$ cat config.mk
export PLATFORM = sky130hd
export DESIGN_NAME = gpiop_port
export DESIGN_NICKNAME = d
export VERILOG_FILES = /design/src/core/README_unused.v /design/src/core/gpiop_port.v /design/src/core/gpiop_sync.v
export VERILOG_INCLUDE_DIRS = /design/src /design/src/core
export SDC_FILE = /design/constraint.sdc
export NUM_CORES = 1
export LEC_CHECK = 0
export BUFFER_PORTS_ARGS = -buffer_cell sky130_fd_sc_hd__buf_4
export CAP_MARGIN = 20
export CORE_ASPECT_RATIO = 0.8
export CORE_MARGIN = 3
export CORE_UTILIZATION = 55
export CTS_BUF_LIST = sky130_fd_sc_hd__clkbuf_4
export DETAILED_ROUTE_END_ITERATION = 16
export HOLD_SLACK_MARGIN = 0.12
export PLACE_DENSITY = 0.91
export SLEW_MARGIN = 40
export SYNTH_ARGS = -nofsm -noshare
export SYNTH_HDL_FRONTEND = slang
export SYNTH_SLANG_ARGS = --single-unit
$ cat constraint.sdc
create_clock -name i_ref_clk -period 2.69 [get_ports i_ref_clk]
set_input_delay 0.4035 -clock i_ref_clk [delete_from_list [all_inputs] [get_ports i_ref_clk]]
set_output_delay 0.4035 -clock i_ref_clk [all_outputs]
set_load 0.01 [all_outputs]
$ cat src/core/gpiop_map.vh
// Register map, reset values and encodings of the general purpose port.
// Functional notes
// Eight pins, each direction and latch bit.
// Direction one makes pin undriven input.
// Direction zero drives pin from latch.
// Data read returns live pin levels.
// Data write loads latch whatever direction.
// Bit operation uses pin levels, stores latch.
// Bit operation copies input pins into latch.
// Write lands at end of cycle.
// Read samples pins at cycle start.
// Software spaces write and read apart.
// Every reset sets all direction bits.
// Latch undefined cold, kept on warm reset.
// Pins serve only general purpose I/O.
// Software clears latch before enabling outputs.
// Single cycle access, direction reads back.
`ifndef GPIOP_MAP_VH
`define GPIOP_MAP_VH

`define GPIOP_WIDTH        8
`define GPIOP_BANK         4'h8
`define GPIOP_DIR_OFS      8'h12
`define GPIOP_DATA_OFS     8'h13
`define GPIOP_DIR_RESET    8'hff
`define GPIOP_LATCH_COLD   8'h00
`define GPIOP_READ_IDLE    8'h00

`define GPIOP_OP_NONE      2'h0
`define GPIOP_OP_CLEAR     2'h1
`define GPIOP_OP_SET       2'h2
`define GPIOP_OP_TOGGLE    2'h3

`endif

$ cat src/core/README_unused.v
// This unit holds no logic of its own.

$ cat src/core/gpiop_port.v
// Eight-bit bidirectional general purpose port with direction and latch.
`timescale 1ns/10ps
`default_nettype none
`include "gpiop_map.vh"

module gpiop_port #(
  parameter WIDTH = `GPIOP_WIDTH
) (
  input  wire             i_ref_clk,     // Instruction clock, 40 MHz.
  input  wire             i_reset_n,     // Cold reset (power-on, brownout).
  input  wire             i_warm_reset,  // Sync pin or watchdog reset, high.
  input  wire             i_ce,          // Clock enable, low freezes state.
  input  wire [3:0]       i_bank,        // Selected data bank.
  input  wire [7:0]       i_addr,        // Register offset within bank.
  input  wire             i_rd,          // Register read strobe.
  input  wire             i_wr,          // Register write strobe.
  input  wire [WIDTH-1:0] i_wdata,       // Write data.
  input  wire [1:0]       i_bit_op,      // Bit operation on data register.
  input  wire [2:0]       i_bit_sel,     // Bit index for the bit operation.
  output wire [WIDTH-1:0] o_rdata,       // Read data, registered.
  output wire             o_rd_valid,    // Read data valid pulse.
  input  wire [WIDTH-1:0] i_general_pins,// Pin levels from the pads.
  output wire [WIDTH-1:0] o_general_pins,// Pin drive values.
  output wire [WIDTH-1:0] o_general_oe   // Pin output enables, high drives.
);

  // Map constants resized to the port width, so a wider port pads a reset
  // value or an idle read with zeros and a narrower port cuts it silently.
  localparam [3:0]       PORT_BANK  = `GPIOP_BANK;
  localparam [7:0]       DIR_OFS    = `GPIOP_DIR_OFS;
  localparam [7:0]       DATA_OFS   = `GPIOP_DATA_OFS;
  localparam [WIDTH-1:0] DIR_RESET  = `GPIOP_DIR_RESET;
  localparam [WIDTH-1:0] LATCH_COLD = `GPIOP_LATCH_COLD;
  localparam [WIDTH-1:0] READ_IDLE  = `GPIOP_READ_IDLE;
  localparam [WIDTH-1:0] OE_RESET   = ~DIR_RESET;
  localparam [1:0]       OP_NONE    = `GPIOP_OP_NONE;
  localparam [1:0]       OP_CLEAR   = `GPIOP_OP_CLEAR;
  localparam [1:0]       OP_SET     = `GPIOP_OP_SET;
  localparam [1:0]       OP_TOGGLE  = `GPIOP_OP_TOGGLE;

  // Pin levels after two synchroniser stages. The pads are not timed to
  // the core clock, so the stages are needed; they add two cycles to the
  // time before a pin change can be read back.
  wire [WIDTH-1:0] pins_sync;

  gpiop_sync #(
    .WIDTH (WIDTH)
  ) u_sync (
    .i_ref_clk (i_ref_clk),
    .i_reset_n (i_reset_n),
    .i_ce      (i_ce),
    .i_async   (i_general_pins),
    .o_sync    (pins_sync)
  );

  // Architectural state.
  reg [WIDTH-1:0] pin_direction_reg;
  reg [WIDTH-1:0] pin_direction_next;
  reg [WIDTH-1:0] pin_data_reg;
  reg [WIDTH-1:0] pin_data_next;

  // Output flops.
  reg [WIDTH-1:0] rdata_reg;
  reg [WIDTH-1:0] rdata_next;
  reg             rd_valid_reg;
  reg             rd_valid_next;
  reg [WIDTH-1:0] oe_reg;
  reg [WIDTH-1:0] oe_next;

  // Pin levels latched at the start of the current instruction cycle.
  reg [WIDTH-1:0] pins_start_reg;

  // Address decode inside the bank.
  wire in_bank = (i_bank == PORT_BANK);
  wire hit_dir = in_bank && (i_addr == DIR_OFS);
  wire hit_dat = in_bank && (i_addr == DATA_OFS);

  // Bit mask for the bit operation.
  wire [WIDTH-1:0] bit_mask = {{(WIDTH-1){1'b0}}, 1'b1} << i_bit_sel;

  // Result of a bit operation applied to the sampled pin levels. The
  // operation starts from the pads, not from the latch, because the core
  // reads the port before it modifies and writes it back. A loaded output
  // pin that has not yet reached its level can thus flip its own latch.
  reg [WIDTH-1:0] rmw_value;

  always @* begin
    case (i_bit_op)
      OP_CLEAR: begin
        rmw_value = pins_start_reg & ~bit_mask;
      end
      OP_SET: begin
        rmw_value = pins_start_reg | bit_mask;
      end
      OP_TOGGLE: begin
        rmw_value = pins_start_reg ^ bit_mask;
      end
      default: begin
        rmw_value = pins_start_reg;
      end
    endcase
  end

  // Next-state logic for the registers and the read path.
  always @* begin
    pin_direction_next = pin_direction_reg;
    pin_data_next      = pin_data_reg;
    rdata_next         = READ_IDLE;
    rd_valid_next      = 1'b0;

    // Reads answer in the same instruction cycle. Any address answers
    // with a valid pulse, so the core never waits on an empty slot;
    // offsets outside the port read as zero.
    if (i_rd) begin
      rd_valid_next = 1'b1;
      if (in_bank) begin
        case (i_addr)
          DATA_OFS: begin
            rdata_next = pins_start_reg;
          end
          DIR_OFS: begin
            rdata_next = pin_direction_reg;
          end
          default: begin
            rdata_next = READ_IDLE;
          end
        endcase
      end
    end

    // Writes land at the closing edge of the cycle, whatever the
    // direction of each pin, so a later switch to output drives the
    // byte that was stored while the pin was still an input.
    if (i_wr && hit_dir) begin
      pin_direction_next = i_wdata;
    end
    if (i_wr && hit_dat) begin
      pin_data_next = i_wdata;
    end

    // A bit operation writes back every bit, so input pins overwrite
    // their latch with whatever level is on the pad. It takes priority
    // over a plain write in the same cycle. Bit operations are decoded
    // on the data register only; the direction register takes whole
    // bytes.
    if (hit_dat && (i_bit_op != OP_NONE)) begin
      pin_data_next = rmw_value;
    end

    // Warm reset forces all pins to inputs but keeps the latch, and it
    // beats any access made in the same cycle.
    if (i_warm_reset) begin
      pin_direction_next = DIR_RESET;
      pin_data_next      = pin_data_reg;
      rdata_next         = READ_IDLE;
      rd_valid_next      = 1'b0;
    end

    // A one in the direction register releases the pin.
    oe_next = ~pin_direction_next;
  end

  // Pins are sampled at the opening edge of each instruction cycle, so
  // a value written in one cycle cannot be read back in the next three;
  // software must leave three spare cycles for the pad to reach the sample flop.
  always @(posedge i_ref_clk or negedge i_reset_n) begin
    if (!i_reset_n) begin
      pins_start_reg <= READ_IDLE;
    end else if (i_ce) begin
      pins_start_reg <= pins_sync;
    end
  end

  // Architectural registers. The cold latch value is a fixed zero because
  // the latch content is undefined after a cold reset anyway. Software
  // that needs a known level clears the latch before enabling outputs.
  always @(posedge i_ref_clk or negedge i_reset_n) begin
    if (!i_reset_n) begin
      pin_direction_reg <= DIR_RESET;
      pin_data_reg      <= LATCH_COLD;
    end else if (i_ce) begin
      pin_direction_reg <= pin_direction_next;
      pin_data_reg      <= pin_data_next;
    end
  end

  // Output flops.
  always @(posedge i_ref_clk or negedge i_reset_n) begin
    if (!i_reset_n) begin
      rdata_reg    <= READ_IDLE;
      rd_valid_reg <= 1'b0;
    end else if (i_ce) begin
      rdata_reg    <= rdata_next;
      rd_valid_reg <= rd_valid_next;
    end
  end

  // One enable flop per pin. A pad is released from the first moment of a
  // cold reset; a warm reset releases it only at the next enabled clock edge.
  genvar pin;
  generate
    for (pin = 0; pin < WIDTH; pin = pin + 1) begin : g_pin
      always @(posedge i_ref_clk or negedge i_reset_n) begin
        if (!i_reset_n) begin
          oe_reg[pin] <= OE_RESET[pin];
        end else if (i_ce) begin
          oe_reg[pin] <= oe_next[pin];
        end
      end
    end
  endgenerate

  // Every pin is plain I/O; nothing else shares the pads, so the drive
  // value is the latch itself with no output mux in front of it.
  assign o_general_pins = pin_data_reg;
  assign o_general_oe   = oe_reg;
  assign o_rdata        = rdata_reg;
  assign o_rd_valid     = rd_valid_reg;

endmodule // gpiop_port

`default_nettype wire

$ cat src/core/gpiop_sync.v
// Two-stage synchroniser for a bus of asynchronous pin levels.
`timescale 1ns/10ps
`default_nettype none

module gpiop_sync #(
  parameter WIDTH = 8
) (
  input  wire             i_ref_clk,  // Core instruction clock.
  input  wire             i_reset_n,  // Asynchronous reset, active low.
  input  wire             i_ce,       // Clock enable, freezes state when low.
  input  wire [WIDTH-1:0] i_async,    // Levels from outside the domain.
  output wire [WIDTH-1:0] o_sync      // Levels safe for logic.
);

  reg [WIDTH-1:0] stage1_reg;
  reg [WIDTH-1:0] stage2_reg;

  // One flop pair per pin; the first stage feeds only the second.
  genvar b;
  generate
    for (b = 0; b < WIDTH; b = b + 1) begin : g_bit
      always @(posedge i_ref_clk or negedge i_reset_n) begin
        if (!i_reset_n) begin
          stage1_reg[b] <= 1'b0;
          stage2_reg[b] <= 1'b0;
        end else if (i_ce) begin
          stage1_reg[b] <= i_async[b];
          stage2_reg[b] <= stage1_reg[b];
        end
      end
    end
  endgenerate

  assign o_sync = stage2_reg;

endmodule // gpiop_sync

`default_nettype wire

==> impl_results.md <==
* Largest net degree at the start of global routing at 58
* Area growth from synthesis to final layout at 21.9%
* Grt ovf at 0
* DP Worst Slack at 0.163 ns
* Internal power at 1.25 mW
* Hold/Removal Path Class: in -> reg
* Initial core utilization at 58.1%
* Reg2reg setup slack at 0.92 ns
* Worst reg2reg path endpoint: o_general_pins[5]$_DFFE_PN0P_
* Yosys top cell by area: dfrtp_1
* Num CTS Buffers at 9
* Worst hold path depth at 2
* Overall routing resource usage at 22.9%
* Cell Chain, Critical Path: buf_4 > or4b_4 > or4_1 > mux2_1 > o22ai_1
* Initial antenna violation count at 0
* Maxcap violations at 0
* CP Class: in -> reg
* Full die area at 0.00634 mm²
* DRT iter0 DRCs at about 250
* Vias in the first global route at around 2300
* Sequential share of the synthesized area at 48.3%
* DRC at 0
* Register share of total power at 55.4%
* Critical Path Fanout Max at 10
* Power Dens Cells at 472 mW/mm²
* HP Start: i_general_pins[6]
* Final Net Count at 381
* RR Startpoint: pins_start_reg[5]$_DFFE_PN0P_
* Placer Congestion at 0.937
* Final Critical Period at 2.11 ns
* Hold Path Sink: u_sync.stage1_reg[6]$_DFFE_PN0P_
* Worst path depth at 5
* Setup TNS at 0 ns
* Final Hold Vio Count at 0
* WP data required at between 3 and 4 ns
* RSZ-0062 raised after global routing: false
* Synth Net Count at 313
* Least-Margin Pin Slew at 0.727 ns
* Pleak at 1.65 nW
* CP max stage delay at 0.79 ns
* Filler instances at a little under 400
* Clock Skew at 0.00855 ns
* Final Hold Slack at 0.223 ns
* TritonCTS clock tree: built
* H-tree Lvls at 3
* Post-synth EDFFs at 0
* WL per Instance at 17.2 µm
* Root Driver: clkbuf_4
* Via-per-instance ratio at 5.76
* Post-Syn Instances at 258
* Critical path launch point type: primary input
* Clock power frac at 29.1%
* Seq cells post-synth at 57
* Setup slack after layout at 0.576 ns
* CP arrival at 2.43 ns
* # rows at 23
* DPL Wire Length at between 4 and 5 mm
* Top Family by Delay on Critical Path: simple AND/OR/NAND/NOR gates
* Area contributors post-synth: dfrtp_1, mux2_2, dfstp_2
* Reg2Reg Depth at 6
* First-pass GRT wire length at 11.0 mm
* Yosys warning count at 0
* CTS Sinks at 57
* Slew margin rel. at 51.5%
* Slowest cell on crit path: or4_1
* Synth top area share at about two fifths
* Mean Syn Cell Area at 11.5 µm²
* Number of routed nets with antenna violations at 0
* P_sw at 0.467 mW
* Antenna diodes at 0
* Final setup violation count at 0
* CP endpoint kind: flip-flop
* IO Count at 64
* Primary FF master, synth: dfrtp_1
* Final period util at between 70 and 80%
* Logic pwr share at 15.4%
* CTS max path bufs at 2
* Switching Share at between 20% and 30%
* Max Fclk at around 470 MHz
* Final slew viol count at 0
* DIE HEIGHT at 71.8 µm
* CP bufs+invs at 1
* Power Total at 1.71 mW
* Pre-antenna DRT Iters at 5
* Mapped Area at 0.00298 mm²
* Post-synth ARST share at 100%
* Input/output buffers at 63
* CTS clk-pin slew, worst paths at about 0.090 ns
* Worst VDD drop at 0.325 mV
* Routed WL at 6.77 mm
* Layout cells sized above 1 at 39.0%
* Routed via count at roughly 2300
* Status: complete, no violations
* Area of the core at 0.00512 mm²
* Die Wd at 88.3 µm
* Worst-Skew Late Latency at 0.41 ns
* Synth cell types at 38
worst reg2reg max path, delay by kind of cell (launching register included):
family          cells  cell delay (ns)
mux                 2             0.54
flops               1             0.38
fa+ha+maj           1             0.28
compound gates      1             0.25
simple gates        1             0.14
buf+inv             1             0.07
placed cells by master, fill, tap and decap left out, types with 2 or more instances in the layout:
cell type,count
or3b_2,2
or4_1,3
mux2_2,30
clkbuf_4,11
dfstp_2,8
nand2_1,11
o21ai_0,10
o22a_1,7
mux2_1,8
buf_4,68
nand2b_1,9
ha_1,16
a32o_1,3
dfrtp_1,49
nand3b_1,3
a22oi_1,8
o22ai_1,16
nor2_1,4
inv_1,30
or3_1,3
clkinv_1,2
mux2i_1,8
nor2b_1,3
clkinv_2,3
logic make-up (layout without fill, tap and decap cells):
logic type,count (synthesis),after routing,synth area share (%)
buffers and inverters,42,115,5.46
AOI/OAI and AO/OA,51,51,12.5
and+or+nand+nor,46,46,9.96
DFF,57,57,48.3
muxes,46,46,17.1
adders and majority gates,16,16,6.73
per-stage QoR:
| step | instances | instance area (µm²) | util [%] |
|---|---|---|---|
| global placement | 376 | 3510 | 68.6 |
| global route | 393 | 3630 | 70.9 |
| CTS | 393 | 3630 | 70.9 |
| finish | 393 | 3630 | 70.9 |
| detailed placement | 376 | 3510 | 68.6 |
| floorplan | 258 | 2980 | - |
how the worst max path moves through the flow:
stage	start	to	slack, ns
floorplan	i_bank[1]	o_general_pins[0]$_DFFE_PN0P_	0.50
global placement	i_bank[1]	o_general_oe[6]$_DFFE_PN0P_	0.22
detailed placement	i_bank[1]	o_general_oe[7]$_DFFE_PN0P_	0.16
CTS	i_bank[1]	o_general_oe[7]$_DFFE_PN0P_	0.59
global route	i_bank[1]	o_general_oe[7]$_DFFE_PN0P_	0.50
finish	i_bank[1]	o_general_oe[7]$_DFFE_PN0P_	0.58
power by group through the flow:
stage               sequential, mW  combinational [mW]  clock (mW)
floorplan                    0.955               0.155           0
global placement             0.962               0.251           0
detailed placement           0.966               0.265           0
CTS                          0.950               0.267       0.514
global route                 0.956               0.299       0.551
finish                       0.950               0.265       0.499
area by class of cell:
type	count	area, µm²	area share [%]
Clock buffer	11	82.6	2.28
Clock inverter	5	22.5	0.620
Inverter	30	113	3.10
Multi-Input combinational cell	159	1380	38.0
Sequential cell	57	1440	39.6
Tap cell	62	77.6	2.14
Timing Repair Buffer	69	520	14.3
synth_stat cells, types with 2 or more instances:
cell type,number
mux2i_1,8
nand2_1,11
o22a_1,7
clkbuf_1,10
nand2b_1,9
a32o_1,3
or3b_2,2
mux2_1,8
nand3b_1,3
o21ai_0,10
nor2_1,4
inv_1,30
ha_1,16
or3_1,3
dfrtp_1,49
dfstp_2,8
a22oi_1,8
o22ai_1,16
mux2_2,30
nor2b_1,3
or4_1,3
layer usage:
| metal | track usage, % | up-vias | part of all wire (%) |
|---|---|---|---|
| met2 | 36.3 | 79 | 48 |
| met3 | 7.93 | 11 | 8.0 |
| met5 | 0 | - | 0 |
| met4 | 6.88 | 0 | 1.2 |
| li1 | - | 1058 | - |
| met1 | 30.0 | 1114 | 42 |
repair_timing:
| item | in CTS | in global routing |
|---|---|---|
| endpoints found under the hold margin | 49 | 0 |
| hold buffers | 1 | 0 |
| gates resized for setup | 0 | 0 |
| buffers inserted | 0 | 0 |
(Power assumes the default switching activity.)
